**src/rtl/stap_defines.svh**
```systemverilog
// constants of the scan test access block: pin slots, widths, codes, reset values
// assumes inclusion by bare name from the package and the design modules
`ifndef STAP_DEFINES_SVH
`define STAP_DEFINES_SVH

// slots of the synchronised pin vector
`define STAP_PIN_TCK 0
`define STAP_PIN_TMS 1
`define STAP_PIN_TDI 2
`define STAP_PIN_TRST 3
`define STAP_PIN_COUNT 4

// register widths
`define STAP_IR_W 4
`define STAP_DR_W 32
`define STAP_USER_W 8
`define STAP_GPIO_N 8

// instruction codes and the fixed capture pattern
`define STAP_IR_IDCODE 4'h1
`define STAP_IR_USER 4'h2
`define STAP_IR_BYPASS 4'hf
`define STAP_IR_CAPTURE 4'h1

// reset values
`define STAP_RST_JTAG_SEL 1'h1
`define STAP_RST_GPIO_SEL 8'h00
`define STAP_RST_USER 8'h00

`endif

```
**src/rtl/stap_pkg.sv**
```systemverilog
// types shared by the scan test access block
// assumes stap_defines.svh is on the include path
`default_nettype none
`include "stap_defines.svh"

package stap_pkg;

   // standard sixteen-state tap controller
   typedef enum logic [3:0] {
      st_reset, st_idle, st_sel_dr, st_cap_dr, st_sh_dr, st_ex1_dr, st_pa_dr, st_ex2_dr,
      st_upd_dr, st_sel_ir, st_cap_ir, st_sh_ir, st_ex1_ir, st_pa_ir, st_ex2_ir, st_upd_ir
   } stap_tap_state_type;

   // state of the controller module
   typedef struct packed {
      stap_tap_state_type state;
   } stap_fsm_type;

   // state of the top module
   typedef struct packed {
      logic [`STAP_PIN_COUNT-1:0] stg1;
      logic [`STAP_PIN_COUNT-1:0] stg2;
      logic [`STAP_PIN_COUNT-1:0] stg3;
      logic [`STAP_PIN_COUNT-1:0] filt;
      logic [`STAP_IR_W-1:0] ir;
      logic [`STAP_IR_W-1:0] ir_sh;
      logic [`STAP_DR_W-1:0] dr_sh;
      logic [`STAP_USER_W-1:0] user_upd;
      logic tdo;
      logic tdo_oe;
      logic jtag_sel;
      logic [`STAP_GPIO_N-1:0] gpio_sel;
   } stap_top_type;

endpackage : stap_pkg

`default_nettype wire

```
**src/rtl/stap_tap_if.sv**
```systemverilog
// link between the pin front end and the tap controller
// assumes both ends run on the same clk
`timescale 1ns/1ps
`default_nettype none

interface stap_tap_if;
   logic step;                         // one-cycle pulse on a sampled tck rising edge
   logic tms;                          // filtered mode select at that edge
   logic hold_rst;                     // keep the controller in its reset state
   stap_pkg::stap_tap_state_type state;

   modport fsm (input step, input tms, input hold_rst, output state);
   modport front (output step, output tms, output hold_rst, input state);
endinterface : stap_tap_if

`default_nettype wire

```
**src/rtl/stap_top.sv**
```systemverilog
// scan test access port pin logic: synchronisers, edge finding, ir/dr scan, pin mux defaults
// assumes clk is much faster than the debugger's tck; all pins are asynchronous to clk
`timescale 1ns/1ps
`default_nettype none
`include "stap_defines.svh"

// Summary of operation
// - test reset high gives the scan system control of the device.
// - test reset low or floating keeps functional mode, scan signalling ignored.
// - mode select is sampled into the tap controller on tck rising edges.
// - test data in is captured into the selected register on tck rising edges.
// - the selected register is shifted out on test data out at tck falling edges.
// - after reset test port pins take their test function, others general io.
module stap_top #(
   parameter logic [`STAP_DR_W-1:0] IDCODE_VALUE = 32'h0000_0001  // arbitrary value
) (
   input wire logic clk,
   input wire logic reset_n,
   input wire logic clk_en,
   input wire logic tck,
   input wire logic tms,
   input wire logic tdi,
   input wire logic trst,
   output logic tdo,
   output logic tdo_oe,
   output logic scan_owner,
   input wire logic [`STAP_USER_W-1:0] user_capture,
   output logic [`STAP_USER_W-1:0] user_update,
   input wire logic mux_wr,
   input wire logic mux_jtag_val,
   input wire logic [`STAP_GPIO_N-1:0] mux_gpio_val,
   output logic jtag_pin_sel,
   output logic [`STAP_GPIO_N-1:0] gpio_pin_sel
);

   stap_pkg::stap_top_type r_reg;
   stap_pkg::stap_top_type r_next;
   stap_tap_if tap_bus ();

   logic [`STAP_PIN_COUNT-1:0] pins;
   logic [`STAP_PIN_COUNT-1:0] agree;
   logic tck_rise;
   logic tck_fall;
   logic tms_s;
   logic tdi_s;
   logic trst_on;

   // ***********************************************************************
   // data register decode
   // ***********************************************************************
   // length of the data register that an instruction selects; unknown codes act as bypass
   function automatic int unsigned dr_len(input logic [`STAP_IR_W-1:0] ir);
      int unsigned n;
      n = 1;
      if (ir == `STAP_IR_IDCODE) begin
         n = `STAP_DR_W;
      end else if (ir == `STAP_IR_USER) begin
         n = `STAP_USER_W;
      end
      return n;
   endfunction : dr_len

   // shift right by one, new bit entering at the top of the selected length
   function automatic logic [`STAP_DR_W-1:0] dr_shift(
      input logic [`STAP_DR_W-1:0] sh,
      input logic din,
      input logic [`STAP_IR_W-1:0] ir
   );
      logic [`STAP_DR_W-1:0] v;
      int unsigned len;
      v = sh >> 1;
      len = dr_len(ir);
      v[len-1] = din;
      return v;
   endfunction : dr_shift

   // ***********************************************************************
   // pin sampling
   // ***********************************************************************
   always_comb begin
      pins = '0;
      pins[`STAP_PIN_TCK] = tck;
      pins[`STAP_PIN_TMS] = tms;
      pins[`STAP_PIN_TDI] = tdi;
      pins[`STAP_PIN_TRST] = trst;
   end

   // a level counts once stages two and three agree; stage one feeds only stage two
   always_comb begin
      for (int i = 0; i < `STAP_PIN_COUNT; i++) begin
         agree[i] = (r_reg.stg2[i] == r_reg.stg3[i]);
      end
   end

   // tms and tdi ride the same pipeline as tck, so they are taken at the edge they set up for
   assign tck_rise = agree[`STAP_PIN_TCK] & r_reg.stg2[`STAP_PIN_TCK] & ~r_reg.filt[`STAP_PIN_TCK];
   assign tck_fall = agree[`STAP_PIN_TCK] & ~r_reg.stg2[`STAP_PIN_TCK] & r_reg.filt[`STAP_PIN_TCK];
   assign tms_s = agree[`STAP_PIN_TMS] ? r_reg.stg2[`STAP_PIN_TMS] : r_reg.filt[`STAP_PIN_TMS];
   assign tdi_s = agree[`STAP_PIN_TDI] ? r_reg.stg2[`STAP_PIN_TDI] : r_reg.filt[`STAP_PIN_TDI];
   assign trst_on = r_reg.filt[`STAP_PIN_TRST];         // active high

   // ***********************************************************************
   // tap controller
   // ***********************************************************************
   assign tap_bus.step = tck_rise;
   assign tap_bus.tms = tms_s;
   assign tap_bus.hold_rst = ~trst_on;

   stap_tap_fsm u_fsm (
      .clk(clk),
      .reset_n(reset_n),
      .clk_en(clk_en),
      .tap(tap_bus.fsm)
   );

   // ***********************************************************************
   // scan registers and pin mux
   // ***********************************************************************
   always_comb begin
      r_next = r_reg;
      r_next.stg1 = pins;
      r_next.stg2 = r_reg.stg1;
      r_next.stg3 = r_reg.stg2;
      for (int i = 0; i < `STAP_PIN_COUNT; i++) begin
         if (agree[i]) begin
            r_next.filt[i] = r_reg.stg2[i];
         end
      end
      // pin mux changes come from device logic on clk; scan activity never touches it
      if (mux_wr) begin
         r_next.jtag_sel = mux_jtag_val;
         r_next.gpio_sel = mux_gpio_val;
      end
      if (!trst_on) begin
         // functional mode: scan state parked, output released
         r_next.ir = `STAP_IR_IDCODE;
         r_next.tdo_oe = 1'b0;
      end else begin
         if (tck_rise) begin
            unique case (tap_bus.state)
               stap_pkg::st_reset: begin
                  r_next.ir = `STAP_IR_IDCODE;
               end
               stap_pkg::st_cap_dr: begin
                  if (r_reg.ir == `STAP_IR_IDCODE) begin
                     r_next.dr_sh = IDCODE_VALUE;
                  end else if (r_reg.ir == `STAP_IR_USER) begin
                     r_next.dr_sh = {{(`STAP_DR_W-`STAP_USER_W){1'b0}}, user_capture};
                  end else begin
                     r_next.dr_sh = '0;
                  end
               end
               stap_pkg::st_sh_dr: begin
                  r_next.dr_sh = dr_shift(r_reg.dr_sh, tdi_s, r_reg.ir);
               end
               stap_pkg::st_upd_dr: begin
                  if (r_reg.ir == `STAP_IR_USER) begin
                     r_next.user_upd = r_reg.dr_sh[`STAP_USER_W-1:0];
                  end
               end
               stap_pkg::st_cap_ir: begin
                  r_next.ir_sh = `STAP_IR_CAPTURE;
               end
               stap_pkg::st_sh_ir: begin
                  r_next.ir_sh = {tdi_s, r_reg.ir_sh[`STAP_IR_W-1:1]};
               end
               stap_pkg::st_upd_ir: begin
                  r_next.ir = r_reg.ir_sh;
               end
               default: begin
               end
            endcase
         end
         // output moves only on falling edges so the debugger samples a settled bit
         if (tck_fall) begin
            if (tap_bus.state == stap_pkg::st_sh_ir) begin
               r_next.tdo = r_reg.ir_sh[0];
               r_next.tdo_oe = 1'b1;
            end else if (tap_bus.state == stap_pkg::st_sh_dr) begin
               r_next.tdo = r_reg.dr_sh[0];
               r_next.tdo_oe = 1'b1;
            end else begin
               r_next.tdo_oe = 1'b0;
            end
         end
      end
   end

   // ***********************************************************************
   // state register
   // ***********************************************************************
   always_ff @(posedge clk or negedge reset_n) begin
      if (!reset_n) begin
         r_reg <= '{stg1: '0, stg2: '0, stg3: '0, filt: '0,
                    ir: `STAP_IR_IDCODE, ir_sh: '0, dr_sh: '0,
                    user_upd: `STAP_RST_USER, tdo: 1'b0, tdo_oe: 1'b0,
                    jtag_sel: `STAP_RST_JTAG_SEL,
                    gpio_sel: `STAP_RST_GPIO_SEL};
      end else if (clk_en) begin
         r_reg <= r_next;
      end
   end

   // outputs straight from flip-flops
   assign tdo = r_reg.tdo;
   assign tdo_oe = r_reg.tdo_oe;
   assign scan_owner = trst_on;
   assign user_update = r_reg.user_upd;
   assign jtag_pin_sel = r_reg.jtag_sel;
   assign gpio_pin_sel = r_reg.gpio_sel;

endmodule : stap_top

`default_nettype wire

```
**src/rtl/stap_tap_fsm.sv**
```systemverilog
// tap controller state machine, advanced by sampled tck rising edges
// assumes step and tms come already synchronised to clk
`timescale 1ns/1ps
`default_nettype none

module stap_tap_fsm (
   input wire logic clk,
   input wire logic reset_n,
   input wire logic clk_en,
   stap_tap_if.fsm tap
);

   stap_pkg::stap_fsm_type r_reg;
   stap_pkg::stap_fsm_type r_next;

   // ***********************************************************************
   // next state
   // ***********************************************************************
   function automatic stap_pkg::stap_tap_state_type tap_step(
      input stap_pkg::stap_tap_state_type s,
      input logic m
   );
      stap_pkg::stap_tap_state_type t;
      t = s;
      unique case (s)
         stap_pkg::st_reset:  t = m ? stap_pkg::st_reset  : stap_pkg::st_idle;
         stap_pkg::st_idle:   t = m ? stap_pkg::st_sel_dr : stap_pkg::st_idle;
         stap_pkg::st_sel_dr: t = m ? stap_pkg::st_sel_ir : stap_pkg::st_cap_dr;
         stap_pkg::st_cap_dr: t = m ? stap_pkg::st_ex1_dr : stap_pkg::st_sh_dr;
         stap_pkg::st_sh_dr:  t = m ? stap_pkg::st_ex1_dr : stap_pkg::st_sh_dr;
         stap_pkg::st_ex1_dr: t = m ? stap_pkg::st_upd_dr : stap_pkg::st_pa_dr;
         stap_pkg::st_pa_dr:  t = m ? stap_pkg::st_ex2_dr : stap_pkg::st_pa_dr;
         stap_pkg::st_ex2_dr: t = m ? stap_pkg::st_upd_dr : stap_pkg::st_sh_dr;
         stap_pkg::st_upd_dr: t = m ? stap_pkg::st_sel_dr : stap_pkg::st_idle;
         stap_pkg::st_sel_ir: t = m ? stap_pkg::st_reset  : stap_pkg::st_cap_ir;
         stap_pkg::st_cap_ir: t = m ? stap_pkg::st_ex1_ir : stap_pkg::st_sh_ir;
         stap_pkg::st_sh_ir:  t = m ? stap_pkg::st_ex1_ir : stap_pkg::st_sh_ir;
         stap_pkg::st_ex1_ir: t = m ? stap_pkg::st_upd_ir : stap_pkg::st_pa_ir;
         stap_pkg::st_pa_ir:  t = m ? stap_pkg::st_ex2_ir : stap_pkg::st_pa_ir;
         stap_pkg::st_ex2_ir: t = m ? stap_pkg::st_upd_ir : stap_pkg::st_sh_ir;
         stap_pkg::st_upd_ir: t = m ? stap_pkg::st_sel_dr : stap_pkg::st_idle;
      endcase
      return t;
   endfunction : tap_step

   // advance on each sampled rising edge, held in reset while test reset is off
   always_comb begin
      r_next = r_reg;
      if (tap.hold_rst) begin
         r_next.state = stap_pkg::st_reset;
      end else if (tap.step) begin
         r_next.state = tap_step(r_reg.state, tap.tms);
      end
   end

   // ***********************************************************************
   // state register
   // ***********************************************************************
   always_ff @(posedge clk or negedge reset_n) begin
      if (!reset_n) begin
         r_reg <= '{state: stap_pkg::st_reset};
      end else if (clk_en) begin
         r_reg <= r_next;
      end
   end

   assign tap.state = r_reg.state;

endmodule : stap_tap_fsm

`default_nettype wire

```
**config.mk**
```make
export PLATFORM = sky130hd
export DESIGN_NAME = stap_top
export DESIGN_NICKNAME = d
export VERILOG_FILES = /design/src/rtl/stap_pkg.sv /design/src/rtl/stap_tap_if.sv /design/src/rtl/stap_top.sv /design/src/rtl/stap_tap_fsm.sv
export VERILOG_INCLUDE_DIRS = /design/src /design/src/rtl
export SDC_FILE = /design/constraint.sdc
export NUM_CORES = 1
export LEC_CHECK = 0
export BUFFER_PORTS_ARGS = -buffer_cell sky130_fd_sc_hd__buf_2
export CAP_MARGIN = 20
export CORE_ASPECT_RATIO = 2
export CORE_MARGIN = 10
export CORE_UTILIZATION = 52
export DETAILED_ROUTE_END_ITERATION = 8
export GPL_TIMING_DRIVEN = 0
export PLACE_DENSITY = 0.85
export RECOVER_POWER = 25
export SYNTH_ARGS = -nofsm -noshare
export SYNTH_HDL_FRONTEND = slang
export SYNTH_SLANG_ARGS = --single-unit
```
**constraint.sdc**
```tcl
create_clock -name clk -period 1.6 [get_ports clk]
set_input_delay 0.32 -clock clk [delete_from_list [all_inputs] [get_ports clk]]
set_output_delay 0.32 -clock clk [all_outputs]
set_load 0.005 [all_outputs]
```
==> metrics.md, run 1 <==
| Metric | Value |
|---|---|
| Root Driver | clkbuf_16 |
| RSZ-0062 raised after global routing | yes |
| GPL Wtd Cong | 0.808 |
| Hold_ws | about 210 ps |
| WP data required | roughly 1800 ps |
| Area of the multi-input gates | 1510 um2 |
| Layout overhead on the synthesized area | 23.9% |
| Cts bufs inserted | 9 |
| Finished Layout Cells | 469 |
| Setup Skew | between 5 and 6 ps |
| Gate power share | between 10 and 15% |
| Max VDD drop | 0.756 mV |
| FMAX | approximately 0.56 GHz |
| Sequential power share | 46.6% |
| Setup violations, final | 37 |
| Hold Path Origin | tdi |
| Netlist cell types | 52 |
| Critical path type | reg2reg |
| Final net count | approximately 400 |
| Fillcell total | 522 |
| CTS tree | yes |
| Site Rows | between 40 and 50 |
| Crit path capture type | flop |
| Hold depth | 2 |
| Synthesized instance count | 312 |
| Vias in the first global route | about 2700 |
| Post-synth top cells | dfrtp_1 (77), mux2_2 (31), nand2_1 (26) |
| Switching share of power | 25.2% |
| Chip Height | around 140 um |
| Slew HR | a little under three fifths |
| Clock-pin slew on the worst setup and hold paths | about 50 ps |
| Yosys warning total | 0 |
| CP Buf/Inv Count | 2 |
| CP peak stage delay | 400 ps |
| Crit share post-route | 112% |
| Port Buffer Count | 44 |
| Worst Reg-to-Reg Cells | 5 |
| Synthesized net count | roughly 340 |
| Cell mode on critical path | buf_6 |
| NetSw | 0.00121 W |
| Tmin final | 1790 ps |
| Critical Path AT | 2010 ps |
| Number of cells on the critical path | 5 |
| Register area share after synthesis | between 50% and 60% |
| H-tree levels | 3 |
| Synth Flop Type | dfrtp_1 |
| Reg-to-reg startpoint | u_fsm.tap.state[1] |
| First-pass GRT wire length | approximately 13000 um |
| CP Cell Sequence | buf_6, or3b_4, a211o_4, buf_6, a22o_1 |
| HPWL after detailed placement | about 5300 um |
| Slowest cell on the critical path | a211o_4 |
| Clock latency on the worst-skew pair | about 340 ps |
| Mapped Area | 3620 um2 |
| Worst-margin pin slew | ~650 ps |
| Failing checks | negative setup slack |
| Max clock buf depth | 2 |
| Ant diodes | 0 |
| Async set-reset flop share out of synthesis | between 90% and 100% |
| Clock sink count | a little under 80 |
| Die Width | about 79 um |
| CP Max Fanout | 7 |
| DIE AREA | between 10000 and 15000 um2 |
| Count leader, synth | dfrtp_1 |
| Utilization after layout | 65.2% |
| Post-synth EDFFs | 0 |
| CP delay by family, top | compound AO/OA/AOI/OAI gates |
| Status | complete, but fails checks |
| Static leakage | ~2.1 nW |
| Design Power | about 0.0048 W |
| HP Class | in2reg |
| Clk pwr share | between 40% and 50% |
| Synth Area per Inst | about 12 um2 |
| Drt initial violations | ~170 |
| Ports | 45 |
| Final Hold Fails | 0 |
| # DRC | 0 |
| Cell Int Power | ~0.0036 W |
| Via count | about 2600 |
| Initial Utilization | a little over half |
| First-pass iteration count of the detailed router | 4 |
| GRT overflow | 0 |
| GR Util All Layers | 14.3% |
| Cell total after placement | between 400 and 500 |
| Final Slew Violations | 0 |
| #FFs+latches synth | roughly 80 |
| Pwr dens | roughly 1100 nW/um2 |
| Yosys top cell by area | dfrtp_1 |
| Antenna violations before repair | 0 |
| CP startpoint kind | flop |
| Share of post-route cells with drive strength above 1 | about two fifths |
| Setup_tns | -5160 ps |
| Largest net degree at the start of global routing | 74 |
| Register area | slightly below 2000 um2 |
| Routed WL | a little under 8000 um |
| Max reg flops | 47 |
| DR vias/cell | around 5.6 |
| Crit path from | u_fsm.tap.state[1] |
| Final WS setup | -189 ps |
| Core area | between 6000 and 7000 um2 |
| Synth top area share | 53.2% |
| Wire per inst | approximately 17 um |
| Max cap viols | 0 |
| Area contributors post-synth | dfrtp_1 (53%), mux2_2 (9.6%), a22o_1 (5.8%), buf_4 (3.3%), nand2_1 (2.7%) |
| Antenna Nets Post-Route | 0 |
area by class of cell:
type                    instances  area share [%]
plain buffers                  33            5.43
clock buffers                  12            5.94
flip-flops and latches         79            44.1
multi-input cells             187            33.5
repair buffers                 54            7.19
clock inverters                 3           0.390
inverters                      11           0.920
well taps                      90            2.51
power by group through the flow:
stage	Sequential, W	Combinational (W)	Clock, W
3_5_place_dp	0.00226	0.000604	0
2_1_floorplan	0.00223	0.000396	0
3_3_place_gp	0.00225	0.000571	0
5_1_grt	0.00225	0.000717	0.00203
4_1_cts	0.00223	0.000640	0.00195
6_report	0.00223	0.000641	0.00192
cells in the final DEF, fill, tap and decap left out, drive strengths merged, types with 4 or more instances in the layout:
master   n
nor3     4
nand2   26
buf     81
dfrtp   77
a21oi    8
nor4b    6
nor2b    4
inv     11
mux2    31
a22o    24
nor2    12
a22oi    8
clkbuf  17
o21ai   25
stage by stage:
step	setup WS, ps	area (um2)
2_1_floorplan	-16.9	3630
3_3_place_gp	-269	3970
3_5_place_dp	-224	4000
4_1_cts	-153	4450
5_1_grt	-201	4490
6_report	-189	4490
routing by layer:
metal	vias up	share of wire [%]	track usage, %
met5	-	0	0
met3	13	5.8	5.13
li1	1245	-	-
met4	0	2.9	7.69
met1	1301	39	14.4
met2	78	52	24.6
cell families (layout without fill, tap and decap cells):
group,Yosys count,count (layout),synth area share [%]
flip-flops,79,79,54.6
AO/OA/AOI/OAI,83,83,16.1
buffers and inverters,46,113,7.39
XOR/XNOR,1,1,0.242
AND/OR/NAND/NOR,68,68,10.8
adder cells (fa/ha/maj),4,4,1.24
multiplexers,31,31,9.63
worst paths after layout:
kind                              end  slack, ps
min                        r_next[69]        210
max                         r_reg[49]       -190
min reg2reg                 r_reg[52]        480
min in group asynchronous   r_reg[35]        420
max reg2reg                 r_reg[49]       -190
max in group asynchronous   r_reg[57]        200
timing repair:
action                                 4_1_cts  5_1_grt
buffers inserted                             5        1
endpoints found under the hold margin        6        0
pin swaps                                   13       25
resized for setup                           31       24
hold buffers                                 1        0
setup endpoints to repair                   53       53
gates cloned                                 1        1
(Power assumes the default switching activity.)
==> run 2: changes to the inputs <==
--- a/config.mk
+++ b/config.mk
@@ -8,9 +8,11 @@
 export LEC_CHECK = 0
 export BUFFER_PORTS_ARGS = -buffer_cell sky130_fd_sc_hd__buf_2
 export CAP_MARGIN = 20
+export CELL_PAD_IN_SITES_DETAIL_PLACEMENT = 1
+export CELL_PAD_IN_SITES_GLOBAL_PLACEMENT = 1
 export CORE_ASPECT_RATIO = 2
 export CORE_MARGIN = 10
-export CORE_UTILIZATION = 52
+export CORE_UTILIZATION = 42
 export DETAILED_ROUTE_END_ITERATION = 8
 export GPL_TIMING_DRIVEN = 0
 export PLACE_DENSITY = 0.85
==> run 2 against run 1 <==
Count of clock-buffer cells in the layout down 3. Fmax down 2.0%. Die area up 19%. Largest cell class unchanged. Global-route usage up 1.2 points. Cell area up 4.0%. The run still ends with negative setup slack left. Non-clock buffer count up 4. Critical path depth unchanged.
==> metrics.md, run 2 (synthesis results as in run 1) <==
| Metric | Value |
|---|---|
| Utilization after layout | 55.9% (-9.3 points) |
| Clock latency on the worst-skew pair | 340 ps (about the same) |
| Final net count | 406 (+1.0%) |
| GRT overflow | 0 (unchanged) |
| Tmin final | 1830 ps (+36.5 ps) |
| Slowest cell on the critical path | dfrtp_1 |
| Pre-CTS setup slack | -288 ps (-64.6 ps) |
| Hold depth | 2 (unchanged) |
| Setup slack, reg-to-reg | -230 ps (-40 ps) |
| HP Class | in2reg |
| Layout overhead on the synthesized area | 28.8% |
| FMAX | 0.548 GHz (-2.0%) |
| CTS tree | yes |
| GR Util All Layers | 15.5% (+1.2 points) |
| # DRC | 0 (unchanged) |
| Failing checks | negative setup slack |
| HPWL after detailed placement | 6500 um (+22%) |
| Port Buffer Count | 44 (unchanged) |
| Status | complete, but fails checks |
| Met3 Routed Length | 408 um (-9.9%) |
| Antenna violations before repair | 0 (unchanged) |
| CP Max Fanout | 10 (+3) |
| Reg-to-Reg End | r_reg[45] |
| Hold worst-path end | r_next[70] |
| Pwr dens | 1120 nW/um2 (+5.1%) |
| GPL Wtd Cong | 0.818 (+1.3%) |
| Drt initial violations | 196 (+13%) |
| Final Slew Violations | 0 (unchanged) |
| Root Driver | clkbuf_16 |
| Critical path type | reg2reg |
| Critical Path AT | 2050 ps (+40 ps) |
| First-pass iteration count of the detailed router | 4 (unchanged) |
| Hold_ws | 208 ps (-5.10 ps) |
| Wl on met1 | 3400 um (+11%) |
| Most frequent cells in the layout | dfrtp_1 (75), buf_2 (44), mux2_2 (31), buf_4 (27), nand2_1 (25) |
| Clock-pin slew on the worst setup and hold paths | 60 ps (about the same) |
| Via count | 2776 (+5.3%) |
| CP peak stage delay | 400 ps (about the same) |
| DIE AREA | 13000 um2 (+19%) |
| Clock sink count | 79 (unchanged) |
| Max VDD drop | 0.670 mV (-11%) |
| Die Width | 85.7 um (+8.4%) |
| CP Cell Sequence | buf_6, or3b_4, a211o_4, buf_8, a22o_1 |
| Site Rows | 47 (+9.3%) |
| Share of post-route cells with drive strength above 1 | 44.8% (+3.4 points) |
| Chip Height | 151 um (+9.6%) |
| Setup_tns | -6800 ps (-1640 ps) |
| Setup violations, final | 46 (+24%) |
| Routed wl met2 | 5880 um (+45%) |
| Max reg flops | 47 (unchanged) |
| RSZ-0062 raised after global routing | yes |
| Routed WL | 10100 um (+29%) |
| Wire per inst | 21.0 um (+26%) |
| DR vias/cell | 5.76 (+2.4%) |
| Largest net degree at the start of global routing | 49 (-34%) |
| Final Hold Fails | 0 (unchanged) |
| Max cap viols | 0 (unchanged) |
| Worst Reg-to-Reg Cells | 5 (unchanged) |
| Most common cell after layout, fill and taps aside | dfrtp_1 |
| Static leakage | 2.16 nW (+2.6%) |
| H-tree levels | 3 (unchanged) |
| Ant diodes | 0 (unchanged) |
| Setup Skew | 6.26 ps (+0.607 ps) |
| First-pass GRT wire length | 15900 um (+27%) |
| Initial Utilization | 43.4% (-9.2 points) |
| Crit path capture type | flop |
| Hold Path Origin | trst |
| CP delay by family, top | compound AO/OA/AOI/OAI gates |
| CP startpoint kind | flop |
| CP Buf/Inv Count | 2 (unchanged) |
| Slew HR | 43.7% (-13 points) |
| Worst-margin pin slew | 845 ps (+193 ps) |
| WP data required | 1820 ps (about the same) |
| Max Used Layer | met4 |
| Crit share post-route | 114% (+2.3 points) |
| Ports | 45 (unchanged) |
| Final WS setup | -226 ps (-36.5 ps) |
| Design Power | 0.00523 W (+9.2%) |
| Core area | 8350 um2 (+21%) |
| Reg-to-reg startpoint | u_fsm.tap.state[1] |
| Cts bufs inserted | 9 (unchanged) |
| Antenna Nets Post-Route | 0 (unchanged) |
| Max clock buf depth | 2 (unchanged) |
| Vias in the first global route | 3146 (+17%) |
[run 2: changes by cell type in the layout (fill, tap and decap cells not counted), sizes merged]
cell	before	now
inv	11	13
buf	81	82
bufinv	0	2
[run 2: worst max path at each step]
stage                        from        end  slack (ps)  cells after the start
2_1_floorplan  u_fsm.tap.state[1]  r_reg[40]         -20                      5
3_3_place_gp              reset_n  r_reg[32]        -330                      1
3_5_place_dp   u_fsm.tap.state[1]  r_reg[19]        -290                      5
4_1_cts        u_fsm.tap.state[1]  r_reg[36]        -190                      5
5_1_grt        u_fsm.tap.state[1]  r_reg[36]        -250                      5
6_report       u_fsm.tap.state[1]  r_reg[45]        -230                      5
[run 2: through the flow]
| stage | cells | cell area [um2] |
|---|---|---|
| global route | 482 | 4670 |
| floorplan | 312 | 3630 |
| detailed placement | 455 | 4010 |
| CTS | 476 | 4550 |
| finish | 482 | 4670 |
| global placement | 454 | 3980 |
[run 2: timing repair]
| action | 4_1_cts | 5_1_grt |
|---|---|---|
| buffers inserted | 6 | 6 |
| gates resized for setup | 43 | 22 |
| hold endpoints to repair | 30 | 0 |
| hold buffers | 1 | 0 |
| pin swaps | 8 | 4 |
| endpoints found under the setup margin | 53 | 50 |
[run 2: worst reg2reg max path, delay by kind of cell, from the launching register on]
family | cells | cell delay [ps]
and+or+nand+nor | 1 | 380
DFF | 1 | 400
buffers and inverters | 2 | 310
AOI/OAI and AO/OA | 2 | 630
[run 2: final cells by class]
| cell class | count | area (um2) |
|---|---|---|
| timing repair buffer | 58 | 375 |
| tap | 98 | 123 |
| clock buffer | 9 | 225 |
| inverter | 11 | 43.8 |
| sequential | 79 | 1980 |
| buffer | 33 | 272 |
| clock inverter | 7 | 105 |
| fill | 881 | 3680 |
| multi-input combinational | 187 | 1540 |
[run 2: power breakdown]
part           switching [W]  internal, W  leakage [nW]
registers           0.000121      0.00212          1.04
clock network       0.000860      0.00139         0.158
logic               0.000401     0.000339         0.955
[run 2: routing by layer]
layer	GRT usage [%]	up-vias
met4	8.77	0
met2	29.4	75
met1	13.9	1419
met5	0	-
li1	-	1248
met3	4.36	34
